$ cat src/inc/bpus_map.svh
`ifndef BPUS_MAP_SVH
`define BPUS_MAP_SVH

// Clock rate in kHz so that ms figures give cycles directly
`define BPUS_CLK_KHZ          40000
// Delays as printed, in milliseconds
`define BPUS_SETTLE_MS        500
`define BPUS_STARTUP_MS       120
`define BPUS_SWITCH_DELAY_MS  100
`define BPUS_RESET_DELAY_MS   500
// Derived cycle counts
`define BPUS_SETTLE_CYC       (`BPUS_SETTLE_MS * `BPUS_CLK_KHZ)
`define BPUS_STARTUP_CYC      (`BPUS_STARTUP_MS * `BPUS_CLK_KHZ)
`define BPUS_SWITCH_DELAY_CYC (`BPUS_SWITCH_DELAY_MS * `BPUS_CLK_KHZ)
`define BPUS_RESET_DELAY_CYC  (`BPUS_RESET_DELAY_MS * `BPUS_CLK_KHZ)
// Number of main converters and supplies
`define BPUS_MAIN_CONV        6
`define BPUS_ALL_SUPPLIES     9
// Counter width, enough for 20,000,000 cycles
`define BPUS_CNT_W            25

`endif

$ cat src/inc/bpus_pkg.sv
package bpus_pkg;

	// Sequencer states, one-hot
	typedef enum logic [6:0] {
		BPUS_OFF      = 7'h01,
		BPUS_SETTLE   = 7'h02,
		BPUS_STARTUP  = 7'h04,
		BPUS_RAMP     = 7'h08,
		BPUS_SW_DELAY = 7'h10,
		BPUS_STABLE   = 7'h20,
		BPUS_RUN      = 7'h40
	} bpus_state_t;

endpackage

$ cat src/core/bpus_sequencer.sv
// Behaviour
// [RULE1] Start only when isolated 12 V enable is set and bus is above 8.5 V.
// [RULE2] After start, wait 500 ms for the isolated bus to settle.
// [RULE3] Then enable the 6 main converters together; switch core rail stays off.
// [RULE4] Hold the shared ramp-sequence control low during converter internal startup.
// [RULE5] Release ramp-sequence control 120 ms after the main enables rose.
// [RULE6] Enable switch core rail about 100 ms after main supplies are full.
// [RULE7] With all 9 supplies good, wait 500 ms then release board reset.
// [RULE8] Shut down when 12 V enable drops or the bus falls below 8.5 V.
// [RULE9] On shutdown, switch core rail off at once; main converters keep ramping down.
// [RULE10] When input power falls below threshold, drop every converter enable.
// [RULE11] Assert board reset as soon as the 12 V enable is removed.
// [RULE12] Both linear regulator enables are held permanently asserted.
// [RULE13] Management controller sets 12 V enable only after power negotiation.
// [RULE14] Board reset is active low; delays are counters on a free-running clock.
`include "bpus_map.svh"

module bpus_sequencer #(
	parameter int SETTLE_CYC  = `BPUS_SETTLE_CYC,        // Bus settle delay
	parameter int STARTUP_CYC = `BPUS_STARTUP_CYC,       // Converter internal startup
	parameter int SWITCH_CYC  = `BPUS_SWITCH_DELAY_CYC,  // Delay before switch core rail
	parameter int RESET_CYC   = `BPUS_RESET_DELAY_CYC,   // Delay before reset release
	parameter int MAIN_CONV   = `BPUS_MAIN_CONV          // Number of main converters
) (
	input  wire logic                 clk,                  // Free-running supervisory clock
	input  wire logic                 rst_n,                // Async reset, active low
	input  wire logic                 iso12_enable,         // 12 V converter enable pin
	input  wire logic                 bus_above_thresh,     // Comparator: bus at least 8.5 V
	input  wire logic [MAIN_CONV-1:0] main_pgood,           // Main converter power-good
	input  wire logic                 switch_core_pgood,    // Switch core rail power-good
	input  wire logic                 transceiver_aux_ok,   // Linear aux rail measured good
	input  wire logic                 linear_2v5_ok,        // Linear 2.5 V rail measured good
	output logic      [MAIN_CONV-1:0] main_conv_en,         // Main converter enables
	output logic                      ramp_seq,             // Shared ramp-sequence control
	output logic                      switch_core_rail_en,  // Switch core converter enable
	output logic                      transceiver_aux_en,   // Linear aux regulator enable
	output logic                      linear_2v5_en,        // Linear 2.5 V regulator enable
	output logic                      board_reset_n         // Board startup reset, active low
);

	localparam int CW = `BPUS_CNT_W;

	// Refuse delay counts below one or too wide for the counter, and zero main converters, at elaboration
	if (SETTLE_CYC < 1 || STARTUP_CYC < 1 || SWITCH_CYC < 1 || RESET_CYC < 1)
	begin
		$error("bpus_sequencer: delay counts must be at least one cycle");
	end
	if (SETTLE_CYC >= (1 << CW) || STARTUP_CYC >= (1 << CW) ||
	    SWITCH_CYC >= (1 << CW) || RESET_CYC >= (1 << CW))
	begin
		$error("bpus_sequencer: delay count exceeds counter width");
	end
	if (MAIN_CONV < 1)
	begin
		$error("bpus_sequencer: at least one main converter required");
	end

	// Synchronised copies of the pin inputs
	localparam int SW = MAIN_CONV + 5;
	logic [SW-1:0] sync_in;
	logic [SW-1:0] sync_out;

	assign sync_in = {iso12_enable, bus_above_thresh, switch_core_pgood,
	                  transceiver_aux_ok, linear_2v5_ok, main_pgood};

	bpus_sync #(
		.WIDTH (SW)
	) u_sync (
		.clk   (clk),
		.rst_n (rst_n),
		.din   (sync_in),
		.dout  (sync_out)
	);

	wire                 en_s     = sync_out[SW-1];
	wire                 bus_ok_s = sync_out[SW-2];
	wire                 sw_pg_s  = sync_out[SW-3];
	wire                 aux_ok_s = sync_out[SW-4];
	wire                 l25_ok_s = sync_out[SW-5];
	wire [MAIN_CONV-1:0] main_pg_s = sync_out[MAIN_CONV-1:0];

	bpus_pkg::bpus_state_t state_ff;
	bpus_pkg::bpus_state_t nxt_state;
	logic [CW-1:0]         cnt_ff;
	logic [CW-1:0]         nxt_cnt;
	logic [MAIN_CONV-1:0]  nxt_main_en;
	logic                  nxt_ramp;
	logic                  nxt_sw_en;
	logic                  nxt_rst_n;

	// Start and stop conditions
	wire start_ok  = en_s & bus_ok_s;                          // [RULE1]
	wire main_full = &main_pg_s;
	wire all_good  = main_full & sw_pg_s & aux_ok_s & l25_ok_s; // [RULE7]
	wire cnt_done  = (cnt_ff == '0);

	// Load value for the next timed state
	function automatic logic [CW-1:0] load_cnt(input int cyc);
		load_cnt = CW'(cyc - 1);
	endfunction

	// Sequencing; timed states count down to zero then advance
	always_comb
	begin
		nxt_state = state_ff;
		nxt_cnt   = cnt_done ? cnt_ff : cnt_ff - 1'b1;
		case (state_ff)
			bpus_pkg::BPUS_OFF:
			begin
				if (start_ok)                                          // [RULE1]
				begin
					nxt_state = bpus_pkg::BPUS_SETTLE;
					nxt_cnt   = load_cnt(SETTLE_CYC);                  // [RULE2]
				end
			end
			bpus_pkg::BPUS_SETTLE:
			begin
				if (cnt_done)
				begin
					nxt_state = bpus_pkg::BPUS_STARTUP;                // [RULE3]
					nxt_cnt   = load_cnt(STARTUP_CYC);                 // [RULE5]
				end
			end
			bpus_pkg::BPUS_STARTUP:
			begin
				if (cnt_done)
					nxt_state = bpus_pkg::BPUS_RAMP;                   // [RULE5]
			end
			bpus_pkg::BPUS_RAMP:
			begin
				// Main rails rising; wait until all report full output
				if (main_full)
				begin
					nxt_state = bpus_pkg::BPUS_SW_DELAY;
					nxt_cnt   = load_cnt(SWITCH_CYC);                  // [RULE6]
				end
			end
			bpus_pkg::BPUS_SW_DELAY:
			begin
				if (cnt_done)
					nxt_state = bpus_pkg::BPUS_STABLE;                 // [RULE6]
			end
			bpus_pkg::BPUS_STABLE:
			begin
				// Restart the reset-release wait whenever any rail drops out
				if (!all_good)
					nxt_cnt = load_cnt(RESET_CYC);
				else if (cnt_done)
					nxt_state = bpus_pkg::BPUS_RUN;                    // [RULE7]
			end
			bpus_pkg::BPUS_RUN:
			begin
				nxt_state = bpus_pkg::BPUS_RUN;
			end
			default:
			begin
				nxt_state = bpus_pkg::BPUS_OFF;
			end
		endcase
		if (state_ff == bpus_pkg::BPUS_SW_DELAY && cnt_done)
			nxt_cnt = load_cnt(RESET_CYC);                             // [RULE7]
		// Loss of enable or bus ends any sequence, back to the idle state
		if (!start_ok)                                                 // [RULE8]
		begin
			nxt_state = bpus_pkg::BPUS_OFF;
			nxt_cnt   = '0;
		end
	end

	// Output decode from the next state so outputs leave flip-flops directly
	wire powering = (nxt_state != bpus_pkg::BPUS_OFF) &&
	                (nxt_state != bpus_pkg::BPUS_SETTLE);
	wire sw_phase = (nxt_state == bpus_pkg::BPUS_STABLE) ||
	                (nxt_state == bpus_pkg::BPUS_RUN);

	// Main enables stay up while only the 12 V enable is gone and the bus
	// still holds, so the converters ramp down on their own; a bus drop
	// removes them at once.
	assign nxt_main_en = (powering || (bus_ok_s && main_conv_en[0])) ?  // [RULE9]
	                     {MAIN_CONV{1'b1}} : {MAIN_CONV{1'b0}};          // [RULE3] [RULE10]
	// Ramp control low during startup, high afterwards while powered
	assign nxt_ramp  = powering && (nxt_state != bpus_pkg::BPUS_STARTUP); // [RULE4] [RULE5]
	assign nxt_sw_en = sw_phase;                                          // [RULE6] [RULE9]
	// Reset released only in run; asserted the moment the enable goes
	assign nxt_rst_n = (nxt_state == bpus_pkg::BPUS_RUN);                 // [RULE11] [RULE14]

	// State and counter registers
	always_ff @(posedge clk or negedge rst_n)
	begin
		if (!rst_n)
		begin
			state_ff <= bpus_pkg::BPUS_OFF;
			cnt_ff   <= '0;
		end
		else
		begin
			state_ff <= nxt_state;
			cnt_ff   <= nxt_cnt;                                           // [RULE14]
		end
	end

	// Registered outputs
	always_ff @(posedge clk or negedge rst_n)
	begin
		if (!rst_n)
		begin
			main_conv_en        <= '0;
			ramp_seq            <= 1'b0;
			switch_core_rail_en <= 1'b0;
			board_reset_n       <= 1'b0;
			transceiver_aux_en  <= 1'b1;
			linear_2v5_en       <= 1'b1;
		end
		else
		begin
			main_conv_en        <= nxt_main_en;
			ramp_seq            <= nxt_ramp;
			switch_core_rail_en <= nxt_sw_en;
			board_reset_n       <= nxt_rst_n;
			transceiver_aux_en  <= 1'b1;                                   // [RULE12]
			linear_2v5_en       <= 1'b1;                                   // [RULE12]
		end
	end

endmodule

$ cat src/core/bpus_sync.sv
module bpus_sync #(
	parameter int WIDTH = 1
) (
	input  wire logic             clk,    // System clock
	input  wire logic             rst_n,  // Async reset, active low
	input  wire logic [WIDTH-1:0] din,    // Asynchronous inputs
	output logic      [WIDTH-1:0] dout    // Synchronised copies
);

	logic [WIDTH-1:0] meta_ff;

	// Two-stage synchroniser; first stage feeds only the second
	always_ff @(posedge clk or negedge rst_n)
	begin
		if (!rst_n)
		begin
			meta_ff <= '0;
			dout    <= '0;
		end
		else
		begin
			meta_ff <= din;
			dout    <= meta_ff;
		end
	end

endmodule

$ cat config.mk
export PLATFORM = sky130hd
export DESIGN_NAME = bpus_sequencer
export DESIGN_NICKNAME = d
export VERILOG_FILES = /design/src/inc/bpus_pkg.sv /design/src/core/bpus_sequencer.sv /design/src/core/bpus_sync.sv
export VERILOG_INCLUDE_DIRS = /design/src /design/src/inc
export SDC_FILE = /design/constraint.sdc
export NUM_CORES = 1
export LEC_CHECK = 0
export BUFFER_PORTS_ARGS = -buffer_cell sky130_fd_sc_hd__clkbuf_2
export CAP_MARGIN = 0
export CORE_UTILIZATION = 41
export DETAILED_ROUTE_END_ITERATION = 16
export SYNTH_ARGS = -nofsm -noshare
export SYNTH_HDL_FRONTEND = slang
export SYNTH_SLANG_ARGS = --single-unit
$ cat constraint.sdc
create_clock -name clk -period 5.1 [get_ports clk]
set_input_delay 1.02 -clock clk [delete_from_list [all_inputs] [get_ports clk]]
set_output_delay 1.02 -clock clk [all_outputs]
set_load 0.005 [all_outputs]
# Word-level counts from Yosys, hierarchy flattened
# Cells that the tools add are included.
classes:
  eq_ne: 12
  n_bitwise: 4
  mux: 16
  addsub: 1
  n_reduce_logical: 8
op_table:
  columns: ["op", "count"]
  rows:
  - ["$mux 25", 6]
  - ["$pmux 25 s4", 1]
  - ["$mux 7", 7]
  - ["$pmux 7 s7", 1]
  - ["$logic_not 25->1", 1]
  - ["$sub 25x1->25 const B", 1]
  - ["$eq 7x6->1 const B", 2]
  - ["$eq 7x7->1 const B", 2]
  - ["$eq 7x1->1 const B", 1]
  - ["$eq 7x2->1 const B", 1]
  - ["$eq 7x3->1 const B", 1]
  - ["$eq 7x4->1 const B", 1]
  - ["$eq 7x5->1 const B", 1]
  - ["$ne 7x1->1 const B", 1]
  - ["$ne 7x2->1 const B", 1]
  - ["$ne 7x3->1 const B", 1]
  - ["$mux 6", 1]
  - ["$reduce_and 6->1", 1]
  - ["$and 1x1->1", 4]
  - ["$logic_and 1x1->1", 4]
  - ["$logic_or 1x1->1", 2]
totals:
  inputBits: 13
  ff_bits: 63

# Logic depth before layout (Yosys ltp)
logic_depth:
  depth_word: 11
  ltp_mapped: 12
  ltp_nobuf: 12

# Modules after synthesis
# Synthesis repeated with hierarchy kept, for this count alone.
hier_totals:
  hier_cells: 290
  area_unflattened_um2: 2857.7
by_module_without_submodules:
  columns: ["mod", "area_per_inst_um2", "instances", "cells_per_inst", "seq_area_each_um2"]
  rows:
  - ["bpus_sequencer", 2307.2, 1, 268, 902.1]
  - ["bpus_sync", 550.5, 1, 22, 550.5]

# Worst setup path after synthesis
# OpenSTA, ideal clock, no wires.
synth_timing:
  path_kind: "reg2reg"
  from: "register cnt_ff[0]"
  to: "register cnt_ff[0]"
  setup_slack_ns: 2.879
  required_ns: 4.964
  n_path_buf: 0
  stages_incl_launch_ff: 12
  t_arrival_ns: 2.085
  cell_sequence: "dfrtp_1 -> inv_1 -> ha_1 -> nor3b_1 -> nand4_1 -> nor2_1 -> inv_1 -> ha_1 -> mux2i_1 -> nor2_1 -> a21oi_1 -> a21oi_1"
synth_via:
  elab_chain_cells: 6
synth_rtl:
  columns: ["element", "line", "source"]
  rows:
  - ["start: declaration", "bpus_sequencer.sv:84", "logic [CW-1:0] cnt_ff;"]
  - ["start signal: assignment", "bpus_sequencer.sv:198", "cnt_ff <= nxt_cnt;"]
  - ["$sub 25x1->25 / $logic_not 25->1 (equally long branches)", "bpus_sequencer.sv:106, bpus_sequencer.sv:95", null]
  - ["$mux 25", "bpus_sequencer.sv:106", "nxt_cnt = cnt_done ? cnt_ff : cnt_ff - 1'b1;"]
  - ["$mux 25, on equally long branches", "bpus_sequencer.sv:146, bpus_sequencer.sv:118, bpus_sequencer.sv:132", null]
  - ["$pmux 25 s4", "bpus_sequencer.sv:107", "case (state_ff)"]
  - ["$mux 25 *", "bpus_sequencer.sv:160", "if (state_ff == bpus_pkg::BPUS_SW_DELAY && cnt_done)"]
  - ["$mux 25 *", "bpus_sequencer.sv:163", "if (!start_ok)"]
  - ["via nxt_cnt[0]", "bpus_sequencer.sv:85", "logic [CW-1:0] nxt_cnt;"]
# Mark *: on every way through the listed nets, which the timed path passes. The rest lies on a longest branch.

# Worst setup path after layout
layout_timing:
  from: "register cnt_ff[0]"
  to: "register cnt_ff[6]"
# Same word-level chain as after synthesis.

==> impl_metrics.yaml <==
status:
  status: "finished, violations left"
  violations: "DRC"
clock_tree:
  post_cts_resize_count: 0
  cts_setup_buffers: 0
  tritoncts: "yes"
  hold_buffers: 0
  clockBufferDepth: 2
  clock_sink_count: 58
  clkSlewWorstSetupHoldPaths_ns: 0.07
  cts_made_buffers: 9
  cts_root_buffer: "clkbuf_8"
  clk-insertion-delay-late_ns: 0.34
  cts.htree.levels: 3
floorplanning:
  fp.dieH_um: 84.0
  core_area_mm2: 0.00642
  die_x_um: 84.0
  initial_core_util: 0.430
  num_rows: 29
  dieArea_mm2: 0.00706
  io_pins: 24
final_layout:
  layout_commonest_cell: "dfrtp_1"
  insertedDiodeCount: 0
  final_cell_area_mm2: 0.00313
  fin_nets: 297
  fill_cells: 569
  area_delta_synth_final_pct: 13.4
  final_cell_mix: "dfrtp_1 (57), clkbuf_2 (21), nand2_1 (20)"
  drive_gt1_frac: 0.185
grt:
  grt_use_met3: 0.0692
  gr-usage-met1: 0.238
  gr-usage-met2: 0.251
  grt_remaining_overflow: 0
  top_usage_layer: "met2"
  grt_pass1_vias: 1942
  grt_pass1_wl_um: 9610
  grt_start_max_net_pins: 59
  track_usage: 0.180
  antenna_found_initial: 0
power_and_ir_drop:
  p_leak_nw: 1.37
  combPwrFrac: 0.128
  clockPowerShare: 0.438
  switching_share: 0.250
  p_switching_mw: 0.289
  intPower_mw: 0.866
  power.density_mw_per_mm2: 369
  peakVddDrop_v: 0.000190
  pwr-share-seq: 0.434
  power_mw: 1.15
drt:
  wl_um: 5640
  detail_route.drc_violations: 1
  detail_route.iter0.violations: 192
  wl_per_cell_um: 15.5
  vias: 2003
  via_per_inst: 5.50
  dr.pass1.iters: 10
  drtAntennaViolNets: 0
placed_design:
  hpwlAfterDp_um: 3880
  dpl-instance-area_mm2: 0.00290
  routabilityCongestion: 0.942
  io_buffers: 21
synthesis:
  syn_avg_cell_area_um2: 10.6
  synthMuxAreaShare: 0.00771
  synth_cell_types: 54
  synth_simple_gate_area_frac: 0.241
  yosys.area_share.xor_xnor: 0.0635
  ys_ff_latch: 58
  synth_async_sr_flop_share: 1.00
  syn_area_mm2: 0.00276
  synth_fa_ha_area_frac: 0.00907
  synth_compound_area_frac: 0.115
  synth-edff-count: 0
  synth_ff_type: "dfrtp_1"
  syn-instance-count: 260
  yosysWarnings: 0
  synth_seq_area_share: 0.527
  synth_top_family_by_area: "simple AND/OR/NAND/NOR gates"
setup_path:
  worst_path_largest_cell_delay_ns: 0.46
  crit_path_end_kind: "flip-flop"
  arrival_ns: 2.92
  crit_type: "flip-flop to flip-flop"
  worstPathRequired_ns: 5.35
  r2r-start: "cnt_ff[0]"
  cp_slowest_cell: "nor3b_1"
  crit_start: "cnt_ff[0]"
  critPathMaxFanout: 8
  crit_chain: "inv_1, ha_1, nor3b_1, nand2_1, nor3_2, nand4_1, a21o_1, o21ai_0"
  worstSetupStartpointType: "flip-flop"
sta:
  fmaxAchievable_ghz: 0.375
  finalMaxSlewViolations: 0
  finalHoldViolations: 0
  setup_viol_count_final: 0
  skew_ns: 0.00920
  finalCriticalPeriod_ns: 2.67
  grt_setup_unrepaired: "false"
  tightestPinTransition_ns: 0.732
  fin_tns_setup_ns: 0
  relSlewSlack: 0.512
  fin_crit_sh: 0.523
worst_hold_path:
  hp-class: "flip-flop to flip-flop"
  hold_start: "u_sync.meta_ff[8]"
flow_run:
  drv_cap: 0
==> metrics by stage <==
step           hold WS (ns)  setup slack (ns)  cells  utilization
2_1_floorplan         0.331              2.88    261            -
4_1_cts               0.349              2.44    364        0.487
3_3_place_gp          0.332              2.50    348        0.451
6_report              0.348              2.43    364        0.487
3_5_place_dp          0.335              2.48    348        0.451
5_1_grt               0.359              2.17    364        0.487
==> worst paths after layout <==
| kind | to | slack [ns] | depth (start not counted) |
|---|---|---|---|
| worst max-delay path | cnt_ff[6] | 2.43 | 8 |
| worst min-delay path | u_sync.dout[8] | 0.35 | 0 |
| worst max register to register | cnt_ff[6] | 2.43 | 8 |
| worst min register to register | u_sync.dout[8] | 0.35 | 0 |
| max in group asynchronous | switch_core_rail_en | 3.79 | 2 |
| min in group asynchronous | u_sync.meta_ff[1] | 0.81 | 2 |
==> cell families (layout without fill, tap and decap cells) <==
group,after synthesis,in the layout
AND/OR/NAND/NOR,110,110
flip-flops,58,58
AO/OA/AOI/OAI,50,50
XOR/XNOR,20,20
buffers and inverters,17,43
adder cells (fa/ha/maj),2,2
multiplexers,2,2
other,1,2
==> registers in the layout (all words and copies together), names as in the netlist <==
register / flops
u_sync.meta_ff: 11
board_reset_n: 1
state_ff: 7
ramp_seq: 1
main_conv_en: 1
switch_core_rail_en: 1
cnt_ff: 25
u_sync.dout: 11
==> metal layers <==
| metal | part of all wire | vias to the layer above |
|---|---|---|
| li1 | - | 976 |
| met1 | 0.48 | 950 |
| met2 | 0.44 | 60 |
| met5 | 0 | - |
| met4 | 0.027 | 0 |
| met3 | 0.059 | 17 |
==> worst max-delay path: cells and delay by family (launching register included) <==
family / cells / cell delay, ns
and+or+nand+nor: 4 / 1.46
adders and majority gates: 1 / 0.17
AOI/OAI and AO/OA: 2 / 0.46
DFF: 1 / 0.40
buffers and inverters: 1 / 0.08
==> power groups by stage <==
| stage | logic (mW) | clock network [mW] | registers (mW) |
|---|---|---|---|
| floorplan | 0.112 | 0 | 0.503 |
| global placement | 0.148 | 0 | 0.509 |
| detailed placement | 0.148 | 0 | 0.509 |
| CTS | 0.149 | 0.517 | 0.501 |
| global route | 0.167 | 0.538 | 0.503 |
| finish | 0.148 | 0.506 | 0.501 |
==> cell type report <==
| type | count | area (um^2) | share of cell area |
|---|---|---|---|
| Clock buffer | 11 | 131 | 0.0420 |
| Multi-Input combinational cell | 186 | 1210 | 0.387 |
| Sequential cell | 58 | 1450 | 0.464 |
| Clock inverter | 5 | 103 | 0.0328 |
| Timing Repair Buffer | 23 | 120 | 0.0384 |
| Tap cell | 77 | 96.3 | 0.0308 |
| Inverter | 4 | 15.0 | 0.00480 |
==> synthesized netlist by cell type (2+ instances only) <==
cell / count / area, um^2
o21ai_0: 14 / 70.1
dfrtp_1: 57 / 1430
xor2_1: 9 / 78.8
nor2_1: 18 / 67.6
a21o_1: 2 / 15.0
nor3b_1: 2 / 15.0
or2_2: 2 / 12.5
or3_1: 3 / 18.8
nor4_2: 2 / 25.0
xnor2_1: 11 / 96.3
a31oi_1: 4 / 25.0
nor4_1: 6 / 37.5
ha_1: 2 / 25.0
nor4b_4: 2 / 47.6
nand2_1: 20 / 75.1
nand3_1: 9 / 45.0
clkbuf_1: 4 / 15.0
a21oi_1: 17 / 85.1
nand4_1: 5 / 31.3
buf_4: 7 / 52.6
nor2b_1: 3 / 18.8
o31ai_1: 2 / 15.0
and3_1: 3 / 18.8
or4_1: 2 / 15.0
inv_1: 4 / 15.0
nand2b_1: 5 / 31.3
nor3_1: 18 / 90.1
No activity file was read; power rests on OpenSTA's default activity.
